[src/pkg/strap_pkg.sv]
// Constants, types and decode helpers for the startup strap loader.
// Contract
// [RULE1] Foldback lowers advertisement only, nothing else
// [RULE2] Bus parts: three-bit field picks eight limits
// [RULE3] Strap parts: limit subset from third strap
// [RULE4] Five-bit gain: strap two low, three top
// [RULE5] Remote sense leaves programmed gain unchanged
// [RULE6] Enable high, logic supply low: invalid mode
// [RULE7] Negotiated role swap needs no software
// [RULE8] Unnegotiated swap: host keeps pass-through mode
// [RULE9] Charge select low starts in pass-through
// [RULE10] Bus parts preload strap one at enable
// [RULE11] Step decides spread spectrum and sync direction
// [RULE12] Step low bits give address low bits
// [RULE13] Strap parts: step low bits pick frequency
// [RULE14] Strap parts reuse serial pins as straps
// [RULE15] Third strap sets limit, advertisement, foldback, gain
// [RULE16] Third strap table for limit and advertisement
// [RULE17] Strap step code 0..15, open reads 15
// [RULE18] Enable low: switches off; auto mode by detect
package strap_pkg;

    localparam int STEP_W = 4;
    localparam int AXI_AW = 8;
    localparam logic [3:0] STEP_OPEN = 4'hF;

    // Register byte offsets.
    localparam logic [7:0] OFS_SETUP0 = 8'h00;
    localparam logic [7:0] OFS_SETUP1 = 8'h04;
    localparam logic [7:0] OFS_SETUP2 = 8'h08;
    localparam logic [7:0] OFS_CTRL = 8'h0C;
    localparam logic [7:0] OFS_STATUS = 8'h10;

    // Field positions.
    localparam int POS_SPREAD = 0;
    localparam int POS_SYNCIN = 1;
    localparam int POS_ADDR = 4;
    localparam int POS_FREQ = 0;
    localparam int POS_GAIN = 4;
    localparam int POS_LIMIT = 0;
    localparam int POS_ADV = 4;
    localparam int POS_FOLD = 8;
    localparam int POS_CHGDET = 0;
    localparam int POS_MODE = 0;
    localparam int POS_ADVNOW = 4;
    localparam int POS_WARN = 8;
    localparam int POS_STRAPPART = 9;

    // Oscillator frequency codes.
    localparam logic [2:0] FREQ_2200K = 3'h0;
    localparam logic [2:0] FREQ_488K = 3'h4;
    localparam logic [2:0] FREQ_350K = 3'h6;
    localparam logic [2:0] FREQ_310K = 3'h7;

    // Current limit codes for 0.55, 1.62, 2.60 and 3.04 A.
    localparam logic [2:0] LIM_0A55 = 3'h0;
    localparam logic [2:0] LIM_1A62 = 3'h3;
    localparam logic [2:0] LIM_2A60 = 3'h5;
    localparam logic [2:0] LIM_3A04 = 3'h7;

    // Advertised source current codes.
    localparam logic [1:0] ADV_0A5 = 2'h0;
    localparam logic [1:0] ADV_1A5 = 2'h1;
    localparam logic [1:0] ADV_3A0 = 2'h2;

    localparam logic [1:0] RESP_OKAY = 2'h0;
    localparam logic [1:0] RESP_SLVERR = 2'h2;

    typedef enum logic [3:0] {
        MODE_OFF = 4'b0001,
        MODE_PASS = 4'b0010,
        MODE_CDP = 4'b0100,
        MODE_INVALID = 4'b1000
    } switch_mode_t;

    typedef struct packed {
        logic spreadOn;
        logic syncDirIn;
        logic [1:0] slaveAddrLsb;
        logic [2:0] oscFrequencySelect;
        logic [4:0] gain;
        logic [2:0] limitValue;
        logic [1:0] advertisedSourceCurrent;
        logic thermalFoldbackOn;
    } settings_t;

    localparam settings_t SETTINGS_RESET = '{
        spreadOn: 1'b1, syncDirIn: 1'b1, slaveAddrLsb: 2'h0,
        oscFrequencySelect: FREQ_2200K, gain: 5'h00, limitValue: LIM_3A04,
        advertisedSourceCurrent: ADV_3A0, thermalFoldbackOn: 1'b1};

    function automatic logic [3:0] step_code(input logic [3:0] raw, input logic open);
        step_code = open ? STEP_OPEN : raw;
    endfunction

    function automatic logic [2:0] freq_of(input logic [1:0] s);
        unique case (s)
            2'h0: freq_of = FREQ_2200K;
            2'h1: freq_of = FREQ_488K;
            2'h2: freq_of = FREQ_350K;
            2'h3: freq_of = FREQ_310K;
        endcase
    endfunction

    function automatic logic [2:0] limit_of(input logic [1:0] s);
        unique case (s)
            2'h0: limit_of = LIM_0A55;
            2'h1: limit_of = LIM_1A62;
            2'h2: limit_of = LIM_2A60;
            2'h3: limit_of = LIM_3A04;
        endcase
    endfunction

    function automatic logic [1:0] adv_of(input logic [1:0] s);
        unique case (s)
            2'h0: adv_of = ADV_0A5;
            2'h1: adv_of = ADV_1A5;
            2'h2: adv_of = ADV_1A5;
            2'h3: adv_of = ADV_3A0;
        endcase
    endfunction

endpackage

[src/logic/pin_sync.sv]
// Two-stage synchroniser for a group of asynchronous pins.
`timescale 1ns/1ps
`default_nettype none
module pin_sync #(
    parameter int WIDTH = 1
) (
    // Clock and reset.
    input wire logic clk,
    input wire logic reset,
    // Pins in and synchronised copy out.
    input wire logic [WIDTH-1:0] pinIn,
    output logic [WIDTH-1:0] pinOut
);
    logic [WIDTH-1:0] meta_q;

    always_ff @(posedge clk)
    begin
        if (reset)
        begin
            meta_q <= '0;
            pinOut <= '0;
        end
        else
        begin
            meta_q <= pinIn;
            pinOut <= meta_q;
        end
    end
endmodule // pin_sync
`default_nettype wire

[src/logic/startup_config.sv]
// Strap loader, data-switch mode selector and its AXI4-Lite register file.
`timescale 1ns/1ps
`default_nettype none
module startup_config (
    // Clock and reset.
    input wire logic clk,
    input wire logic reset,
    // AXI4-Lite write channels.
    input wire logic [strap_pkg::AXI_AW-1:0] awaddr,
    input wire logic awvalid,
    output logic awready,
    input wire logic [31:0] wdata,
    input wire logic [3:0] wstrb,
    input wire logic wvalid,
    output logic wready,
    output logic [1:0] bresp,
    output logic bvalid,
    input wire logic bready,
    // AXI4-Lite read channels.
    input wire logic [strap_pkg::AXI_AW-1:0] araddr,
    input wire logic arvalid,
    output logic arready,
    output logic [31:0] rdata,
    output logic [1:0] rresp,
    output logic rvalid,
    input wire logic rready,
    // Strap step codes and open flags from the resistor measurement.
    input wire logic [3:0] strapOne,
    input wire logic [3:0] strapTwo,
    input wire logic [3:0] strapThree,
    input wire logic [2:0] strapOpen,
    input wire logic busVariant,
    // Control pins.
    input wire logic highVoltageEnable,
    input wire logic logicSupplyOk,
    input wire logic chargeModeSelect,
    input wire logic portDetect,
    input wire logic thermalWarn,
    input wire logic remoteSenseOn,
    // Settings and switch controls.
    output strap_pkg::settings_t settings,
    output logic [1:0] advertisedNow,
    output strap_pkg::switch_mode_t switchMode,
    output logic switchA,
    output logic switchB,
    output logic serialPinsAsStraps,
    output logic remoteCompActive
);
    import strap_pkg::*;

    localparam int PIN_W = 22;

    logic [PIN_W-1:0] pinSync;
    logic [3:0] rawOne;
    logic [3:0] rawTwo;
    logic [3:0] rawThree;
    logic [2:0] openS;
    logic busS;
    logic hvS;
    logic supS;
    logic chgS;
    logic detS;
    logic warnS;
    logic remS;
    logic [3:0] stepOne;
    logic [3:0] stepTwo;
    logic [3:0] stepThree;
    logic hvPrev_q;
    logic hvRise;
    settings_t setup_d;
    logic [1:0] chargeDetectCtrl_q;
    logic awHeld_q;
    logic wHeld_q;
    logic [AXI_AW-1:0] awAddr_q;
    logic [31:0] wData_q;
    logic [3:0] wStrb_q;
    logic doWrite;
    logic writeHit;
    logic [31:0] readWord;
    logic readHit;
    logic cdpWanted;

    pin_sync #(
        .WIDTH(PIN_W)
    ) u_sync (
        .clk(clk),
        .reset(reset),
        .pinIn({strapOne, strapTwo, strapThree, strapOpen, busVariant, highVoltageEnable,
                logicSupplyOk, chargeModeSelect, portDetect, thermalWarn, remoteSenseOn}),
        .pinOut(pinSync)
    );

    assign {rawOne, rawTwo, rawThree, openS, busS, hvS, supS, chgS, detS, warnS, remS} = pinSync;

    assign stepOne = step_code(rawOne, openS[2]); // RULE17
    assign stepTwo = step_code(rawTwo, openS[1]); // RULE17
    assign stepThree = step_code(rawThree, openS[0]); // RULE17
    assign hvRise = hvS && !hvPrev_q;

    always_ff @(posedge clk)
    begin
        if (reset)
        begin
            hvPrev_q <= 1'b0;
        end
        else
        begin
            hvPrev_q <= hvS;
        end
    end

    // Merges byte lanes of a write into an old register word.
    function automatic logic [31:0] merge(input logic [31:0] old, input logic [31:0] wd,
                                          input logic [3:0] be);
        merge = old;
        for (int i = 0; i < 4; i++)
        begin
            if (be[i])
            begin
                merge[i*8 +: 8] = wd[i*8 +: 8];
            end
        end
    endfunction

    assign doWrite = awHeld_q && wHeld_q && !bvalid;
    assign writeHit = (awAddr_q == OFS_SETUP0) || (awAddr_q == OFS_SETUP1)
        || (awAddr_q == OFS_SETUP2) || (awAddr_q == OFS_CTRL) || (awAddr_q == OFS_STATUS);

    // Software writes, then the enable-edge preload taking priority.
    always_comb
    begin
        logic [31:0] w;
        w = '0;
        setup_d = settings;
        if (doWrite && busS)
        begin
            unique case (awAddr_q)
                OFS_SETUP0:
                begin
                    w = merge({26'h0, settings.slaveAddrLsb, 2'h0, settings.syncDirIn,
                               settings.spreadOn}, wData_q, wStrb_q);
                    setup_d.spreadOn = w[POS_SPREAD];
                    setup_d.syncDirIn = w[POS_SYNCIN];
                end
                OFS_SETUP1:
                begin
                    w = merge({23'h0, settings.gain, 1'b0, settings.oscFrequencySelect},
                              wData_q, wStrb_q);
                    setup_d.oscFrequencySelect = w[POS_FREQ +: 3];
                    setup_d.gain = w[POS_GAIN +: 5]; // RULE4
                end
                OFS_SETUP2:
                begin
                    w = merge({23'h0, settings.thermalFoldbackOn, 2'h0,
                               settings.advertisedSourceCurrent, 1'b0, settings.limitValue},
                              wData_q, wStrb_q);
                    setup_d.limitValue = w[POS_LIMIT +: 3]; // RULE2
                    setup_d.advertisedSourceCurrent = w[POS_ADV +: 2];
                    setup_d.thermalFoldbackOn = w[POS_FOLD];
                end
                default:
                begin
                    w = '0;
                end
            endcase
        end
        if (hvRise)
        begin
            setup_d.spreadOn = !stepOne[3]; // RULE11
            setup_d.syncDirIn = !stepOne[2]; // RULE11
            setup_d.slaveAddrLsb = stepOne[1:0]; // RULE12
            if (!busS)
            begin
                setup_d.oscFrequencySelect = freq_of(stepOne[1:0]); // RULE13
                setup_d.gain = {stepThree[2], stepTwo}; // RULE4
                setup_d.limitValue = limit_of(stepThree[1:0]); // RULE3 RULE16
                setup_d.advertisedSourceCurrent = adv_of(stepThree[1:0]); // RULE16
                setup_d.thermalFoldbackOn = !stepThree[3]; // RULE15
            end
        end
    end

    // Preload at the enable edge; bus parts may overwrite later.
    always_ff @(posedge clk)
    begin
        if (reset)
        begin
            settings <= SETTINGS_RESET;
        end
        else
        begin
            settings <= setup_d; // RULE10
        end
    end

    always_ff @(posedge clk)
    begin
        if (reset)
        begin
            chargeDetectCtrl_q <= 2'h0;
        end
        else if (doWrite && busS && awAddr_q == OFS_CTRL && wStrb_q[0])
        begin
            chargeDetectCtrl_q <= wData_q[POS_CHGDET +: 2];
        end
    end

    // Foldback steps the advertisement down one setting, leaving the limit alone.
    always_ff @(posedge clk)
    begin
        if (reset)
        begin
            advertisedNow <= SETTINGS_RESET.advertisedSourceCurrent;
        end
        else if (settings.thermalFoldbackOn && warnS
                 && settings.advertisedSourceCurrent != ADV_0A5)
        begin
            advertisedNow <= settings.advertisedSourceCurrent - 2'h1; // RULE1
        end
        else
        begin
            advertisedNow <= settings.advertisedSourceCurrent;
        end
    end

    // Mode comes from pins and the control bits only, so role swaps need no access.
    assign cdpWanted = chgS || (busS && chargeDetectCtrl_q != 2'h0); // RULE7

    always_ff @(posedge clk)
    begin
        if (reset)
        begin
            switchMode <= MODE_OFF;
            switchA <= 1'b0;
            switchB <= 1'b0;
        end
        else if (!hvS)
        begin
            switchMode <= MODE_OFF; // RULE18
            switchA <= 1'b0;
            switchB <= 1'b0;
        end
        else if (!supS)
        begin
            switchMode <= MODE_INVALID; // RULE6
            switchA <= 1'b0;
            switchB <= 1'b0;
        end
        else if (cdpWanted)
        begin
            switchMode <= MODE_CDP;
            switchA <= !detS; // RULE18
            switchB <= detS;
        end
        else
        begin
            switchMode <= MODE_PASS; // RULE9 RULE8
            switchA <= 1'b1;
            switchB <= 1'b0;
        end
    end

    always_ff @(posedge clk)
    begin
        if (reset)
        begin
            serialPinsAsStraps <= 1'b0;
            remoteCompActive <= 1'b0;
        end
        else
        begin
            serialPinsAsStraps <= !busS; // RULE14
            remoteCompActive <= remS && hvS; // RULE5
        end
    end

    // Write address and data are taken in either order, then answered together.
    always_ff @(posedge clk)
    begin
        if (reset)
        begin
            awHeld_q <= 1'b0;
            awready <= 1'b1;
            awAddr_q <= '0;
        end
        else if (awvalid && awready)
        begin
            awHeld_q <= 1'b1;
            awready <= 1'b0;
            awAddr_q <= awaddr;
        end
        else if (bvalid && bready)
        begin
            awHeld_q <= 1'b0;
            awready <= 1'b1;
        end
    end

    always_ff @(posedge clk)
    begin
        if (reset)
        begin
            wHeld_q <= 1'b0;
            wready <= 1'b1;
            wData_q <= '0;
            wStrb_q <= '0;
        end
        else if (wvalid && wready)
        begin
            wHeld_q <= 1'b1;
            wready <= 1'b0;
            wData_q <= wdata;
            wStrb_q <= wstrb;
        end
        else if (bvalid && bready)
        begin
            wHeld_q <= 1'b0;
            wready <= 1'b1;
        end
    end

    always_ff @(posedge clk)
    begin
        if (reset)
        begin
            bvalid <= 1'b0;
            bresp <= RESP_OKAY;
        end
        else if (doWrite)
        begin
            bvalid <= 1'b1;
            bresp <= writeHit ? RESP_OKAY : RESP_SLVERR;
        end
        else if (bready)
        begin
            bvalid <= 1'b0;
        end
    end

    always_comb
    begin
        readHit = 1'b1;
        unique case (araddr)
            OFS_SETUP0:
                readWord = {26'h0, settings.slaveAddrLsb, 2'h0, settings.syncDirIn,
                            settings.spreadOn};
            OFS_SETUP1:
                readWord = {23'h0, settings.gain, 1'b0, settings.oscFrequencySelect};
            OFS_SETUP2:
                readWord = {23'h0, settings.thermalFoldbackOn, 2'h0,
                            settings.advertisedSourceCurrent, 1'b0, settings.limitValue};
            OFS_CTRL:
                readWord = {30'h0, chargeDetectCtrl_q};
            OFS_STATUS:
                readWord = {22'h0, serialPinsAsStraps, warnS, 2'h0, advertisedNow, switchMode};
            default:
            begin
                readWord = '0;
                readHit = 1'b0;
            end
        endcase
    end

    always_ff @(posedge clk)
    begin
        if (reset)
        begin
            arready <= 1'b1;
            rvalid <= 1'b0;
            rdata <= '0;
            rresp <= RESP_OKAY;
        end
        else if (arvalid && arready)
        begin
            arready <= 1'b0;
            rvalid <= 1'b1;
            rdata <= readWord;
            rresp <= readHit ? RESP_OKAY : RESP_SLVERR;
        end
        else if (rvalid && rready)
        begin
            arready <= 1'b1;
            rvalid <= 1'b0;
        end
    end
endmodule // startup_config
`default_nettype wire

[config.mk]
export PLATFORM = sky130hd
export DESIGN_NAME = startup_config
export DESIGN_NICKNAME = d
export VERILOG_FILES = /design/src/pkg/strap_pkg.sv /design/src/logic/pin_sync.sv /design/src/logic/startup_config.sv
export SDC_FILE = /design/constraint.sdc
export NUM_CORES = 1
export LEC_CHECK = 0
export ABC_CLOCK_PERIOD_IN_PS = 2170
export BUFFER_PORTS_ARGS = -buffer_cell sky130_fd_sc_hd__clkbuf_2
export CAP_MARGIN = 25
export CORE_MARGIN = 2
export CORE_UTILIZATION = 53
export CTS_BUF_LIST = sky130_fd_sc_hd__clkbuf_16
export CTS_CLUSTER_SIZE = 24
export DETAILED_ROUTE_END_ITERATION = 10
export HOLD_SLACK_MARGIN = 0.12
export PLACE_DENSITY = 0.89
export REMOVE_ABC_BUFFERS = 1
export SYNTH_ARGS = -nofsm -noshare
export SYNTH_HDL_FRONTEND = slang
export SYNTH_SLANG_ARGS = --single-unit
[constraint.sdc]
create_clock -name clk -period 2.17 [get_ports clk]
set_input_delay 0.217 -clock clk [delete_from_list [all_inputs] [get_ports clk]]
set_output_delay 0.217 -clock clk [all_outputs]
set_load 0.01 [all_outputs]
==> impl_metrics.prom <==
# TYPE chip_impl_metric gauge
chip_impl_metric{name="floorplan.core_area",unit="µm²"} 7810
chip_impl_metric{name="clock_path_buffers",unit=""} 2
chip_impl_metric{name="synth_area_in_compound_gates",unit=""} 0.113
chip_impl_metric{name="syn-mean-instance-area",unit="µm²"} 9.52
chip_impl_metric{name="timing.final.crit_period",unit="ns"} 1.86
chip_impl_metric{name="synthesis.area",unit="µm²"} 4330
chip_impl_info{name="setup_crit_end_kind",value="flop"} 1
chip_impl_metric{name="vias_per_cell",unit=""} 5.29
chip_impl_metric{name="clock_latency",unit="ns"} 0.35
chip_impl_info{name="netlist.top_cell.by_area",value="dfxtp_1"} 1
chip_impl_metric{name="critPathArrivalTime",unit="ns"} 2.12
chip_impl_info{name="setup_repair_after_global_routing_missed_its_margin",value="false"} 1
chip_impl_metric{name="portion_of_netlist_area_occupied_by_mux_cells",unit=""} 0.0387
chip_impl_metric{name="timing.final.hold_violations",unit=""} 0
chip_impl_info{name="tritoncts_clock_tree",value="done"} 1
chip_impl_info{name="postSynth.topFlopCell",value="dfxtp_1"} 1
chip_impl_info{name="worstSetupPathType",value="reg -> reg"} 1
chip_impl_metric{name="cts.clk_slew.worst_paths",unit="ns"} 0.07
chip_impl_info{name="netlist_top_cells_count",value="dfxtp_1 (112), nand2_1 (54), nor2b_1 (49)"} 1
chip_impl_metric{name="yosysWarnings",unit=""} 0
chip_impl_info{name="synth_top_family_by_area",value="simple AND/OR/NAND/NOR gates"} 1
chip_impl_metric{name="number_of_instances_resized_during_post_cts_repair",unit=""} 0
chip_impl_metric{name="drcViolationCount",unit=""} 0
chip_impl_metric{name="p_per_area",unit="nW/µm²"} 797
chip_impl_metric{name="layout-area-overhead-vs-synth",unit="%"} 27.1
chip_impl_metric{name="final.period_utilization",unit=""} 0.859
chip_impl_metric{name="portBuffers",unit=""} 99
chip_impl_metric{name="num_vias",unit=""} 3658
chip_impl_info{name="critical-path-top-delay-family",value="simple AND/OR/NAND/NOR gates"} 1
chip_impl_metric{name="yosys.area_share.adder",unit=""} 0.00867
chip_impl_metric{name="cts.repair_timing.setup_buffer_count",unit=""} 0
chip_impl_metric{name="die_width",unit="µm"} 94.4
chip_impl_metric{name="report.final.setup_viol",unit=""} 0
chip_impl_metric{name="path_buf_inv",unit=""} 0
chip_impl_metric{name="gp_routability_congestion",unit=""} 0.883
chip_impl_metric{name="ctsHtreeMaxLevel",unit=""} 3
chip_impl_info{name="critical_path.startpoint_type",value="flop"} 1
chip_impl_info{name="worst_path_max_delay_cell",value="nor4b_4"} 1
chip_impl_metric{name="required",unit="ns"} 2.42
chip_impl_metric{name="utilization",unit=""} 0.705
chip_impl_metric{name="critPathMaxFanout",unit=""} 7
chip_impl_info{name="post-synth-top-count-cell",value="dfxtp_1"} 1
chip_impl_info{name="outcome",value="completed"} 1
chip_impl_metric{name="tritoncts_sinks",unit=""} 112
chip_impl_metric{name="vias_in_the_first_global_route",unit=""} 3433
chip_impl_metric{name="instances_no_fill",unit=""} 691
chip_impl_metric{name="max_freq",unit="MHz"} 537
chip_impl_metric{name="synth-async-reset-ratio",unit=""} 0
chip_impl_metric{name="max_cap_viol_count",unit=""} 0
chip_impl_metric{name="count_of_flip_flops_with_a_built_in_enable_after_synthesis",unit=""} 0
chip_impl_metric{name="dp.final_hpwl",unit="µm"} 6930
chip_impl_metric{name="floorplan.initialDensity",unit=""} 0.555
chip_impl_metric{name="global_route_usage_sum",unit=""} 0.233
chip_impl_metric{name="gate_count_after_technology_mapping",unit=""} 455
chip_impl_metric{name="die_height",unit="µm"} 94.4
chip_impl_metric{name="largest_net_degree_at_the_start_of_global_routing",unit=""} 78
chip_impl_metric{name="fin_nets",unit=""} 668
chip_impl_metric{name="power.ir.vdd_worst",unit="V"} 0.000545
chip_impl_metric{name="n_antenna_cell",unit=""} 0
chip_impl_info{name="hold_class",value="in -> reg"} 1
chip_impl_info{name="cts.root.buffer_cell",value="clkbuf_16"} 1
chip_impl_metric{name="synth-simple-area-share",unit=""} 0.253
chip_impl_metric{name="total_gr_overflow",unit=""} 0
chip_impl_metric{name="antenna_found_initial",unit=""} 0
chip_impl_metric{name="std_cell_rows",unit=""} 32
chip_impl_metric{name="synth-seq-area-share",unit=""} 0.518
chip_impl_metric{name="initial_drc_count",unit=""} 217
chip_impl_metric{name="post-synth-top-area-fraction",unit=""} 0.518
chip_impl_metric{name="grt_pass1_wl",unit="µm"} 16100
chip_impl_metric{name="clock_skew",unit="ns"} 0.00996
chip_impl_metric{name="synth_xor_xnor_area_share",unit=""} 0.00202
chip_impl_metric{name="finalSetupTns",unit="ns"} 0
chip_impl_metric{name="placed_cells",unit=""} 638
chip_impl_metric{name="number_of_buffers_created_by_cts",unit=""} 9
chip_impl_metric{name="number_of_placed_i_o_pins",unit=""} 150
chip_impl_metric{name="power.leakage",unit="µW"} 0.00241
chip_impl_metric{name="yosys_register_bits",unit=""} 112
chip_impl_info{name="crit_chain",value="nor4b_4 > nand4_4 > mux2i_1 > a211oi_1"} 1
chip_impl_metric{name="worst-slew-pin-transition",unit="ns"} 0.631
chip_impl_metric{name="drive_above_1_share",unit=""} 0.217
chip_impl_info{name="yosys-top-cells-area",value="dfxtp_1 (52%), nor2b_1 (7.1%), nand2_1 (4.7%)"} 1
chip_impl_metric{name="avgRoutedWirePerCell",unit="µm"} 14.5
chip_impl_metric{name="final_max_slew_viol_count",unit=""} 0
chip_impl_metric{name="totalWireLength",unit="µm"} 10000
chip_impl_metric{name="relSlewSlack",unit=""} 0.578
chip_impl_metric{name="first_pass_iteration_count_of_the_detailed_router",unit=""} 5
chip_impl_metric{name="dieArea",unit="µm²"} 8910
chip_impl_metric{name="worst_path_largest_cell_delay",unit="ns"} 0.52
chip_impl_metric{name="synth.distinct_cells",unit=""} 49
chip_impl_metric{name="drt.antenna.violating_nets",unit=""} 0
[report_power, final]
group          internal (µW)  switching [µW]  leakage (µW)  total (µW)
Combinational            194             223       0.00133         418
Clock                   1020             733      0.000162        1750
Sequential              2150            72.2      0.000920        2220
[sequential cells by signal (all words and copies together), names as in the netlist]
name,flops
u_sync.meta_q,22
u_sync.pinOut,22
settings,18
rdata,10
awAddr_q,8
wData_q,8
switchMode,4
advertisedNow,2
chargeDetectCtrl_q,2
wStrb_q,2
arready,1
awHeld_q,1
awready,1
bresp,1
bvalid,1
hvPrev_q,1
remoteCompActive,1
rresp,1
rvalid,1
serialPinsAsStraps,1
switchA,1
switchB,1
wHeld_q,1
wready,1
[area by class of cell]
type | instances | area (µm²)
clock inverters | 7 | 95.1
clock buffers | 9 | 225
inverters | 6 | 22.5
multi-input cells | 316 | 1890
fillers | 577 | 2300
flip-flops and latches | 112 | 2240
repair buffers | 139 | 903
well taps | 102 | 128
[what timing repair did]
item,in CTS,in global routing
hold endpoints to repair,37,0
endpoints found under the setup margin,0,0
hold buffers,37,0
[final timing paths]
kind                                  startpoint             to  slack (ns)  cells past startpoint
worst max-delay path            u_sync.pinOut[6]    settings[6]        0.31                      4
worst min-delay path                    wstrb[0]     wStrb_q[0]        0.14                      3
worst max register to register  u_sync.pinOut[6]    settings[6]        0.31                      4
worst min register to register  u_sync.pinOut[4]  switchMode[3]        0.43                      1
[worst min-delay path, delay by kind of cell]
kind	cells	cell delay (ns)
AOI/OAI and AO/OA	1	0.06
and+or+nand+nor	1	0.06
buffers and inverters	1	0.08
[cells in the final DEF, fill, tap and decap left out, drive strengths merged, types with 3 or more instances in the layout]
master       count
nand4           11
nor3            23
nand2           54
ha               3
nor4b            3
nor4             6
mux2             6
a22o             4
conb            24
and2             7
dfxtp          112
o21ai            9
nand2b           5
buf              4
clkbuf         107
nor2            21
nand3            5
mux2i           10
o21bai           3
nor2b           49
a211oi          14
a31oi            4
inv              9
a21oi           36
dlygate4sd3     37
[per-stage QoR]
| stage | instance area [µm²] | total power (µW) | setup WS (ns) | hold slack, ns |
|---|---|---|---|---|
| floorplan | 4150 | 2450 | 0.0784 | 0.284 |
| global placement | 4810 | 2610 | 0.411 | 0.399 |
| detailed placement | 4810 | 2620 | 0.386 | 0.413 |
| CTS | 5510 | 4390 | 0.320 | 0.129 |
| global route | 5510 | 4540 | 0.207 | 0.140 |
| finish | 5510 | 4390 | 0.306 | 0.139 |
[metal layers]
metal / GRT usage / vias up / share of wire
li1: - / 1794 / -
met1: 0.276 / 1692 / 0.41
met4: 0.132 / 0 / 0.040
met2: 0.388 / 137 / 0.49
met3: 0.0551 / 35 / 0.063
met5: 0 / - / 0
[cell families after synthesis]
family | after synthesis
simple gates | 193
flops | 112
compound gates | 79
buf+inv | 50
mux | 16
fa+ha+maj | 3
other cells | 1
xor+xnor | 1
No activity file was read; power rests on OpenSTA's default activity.
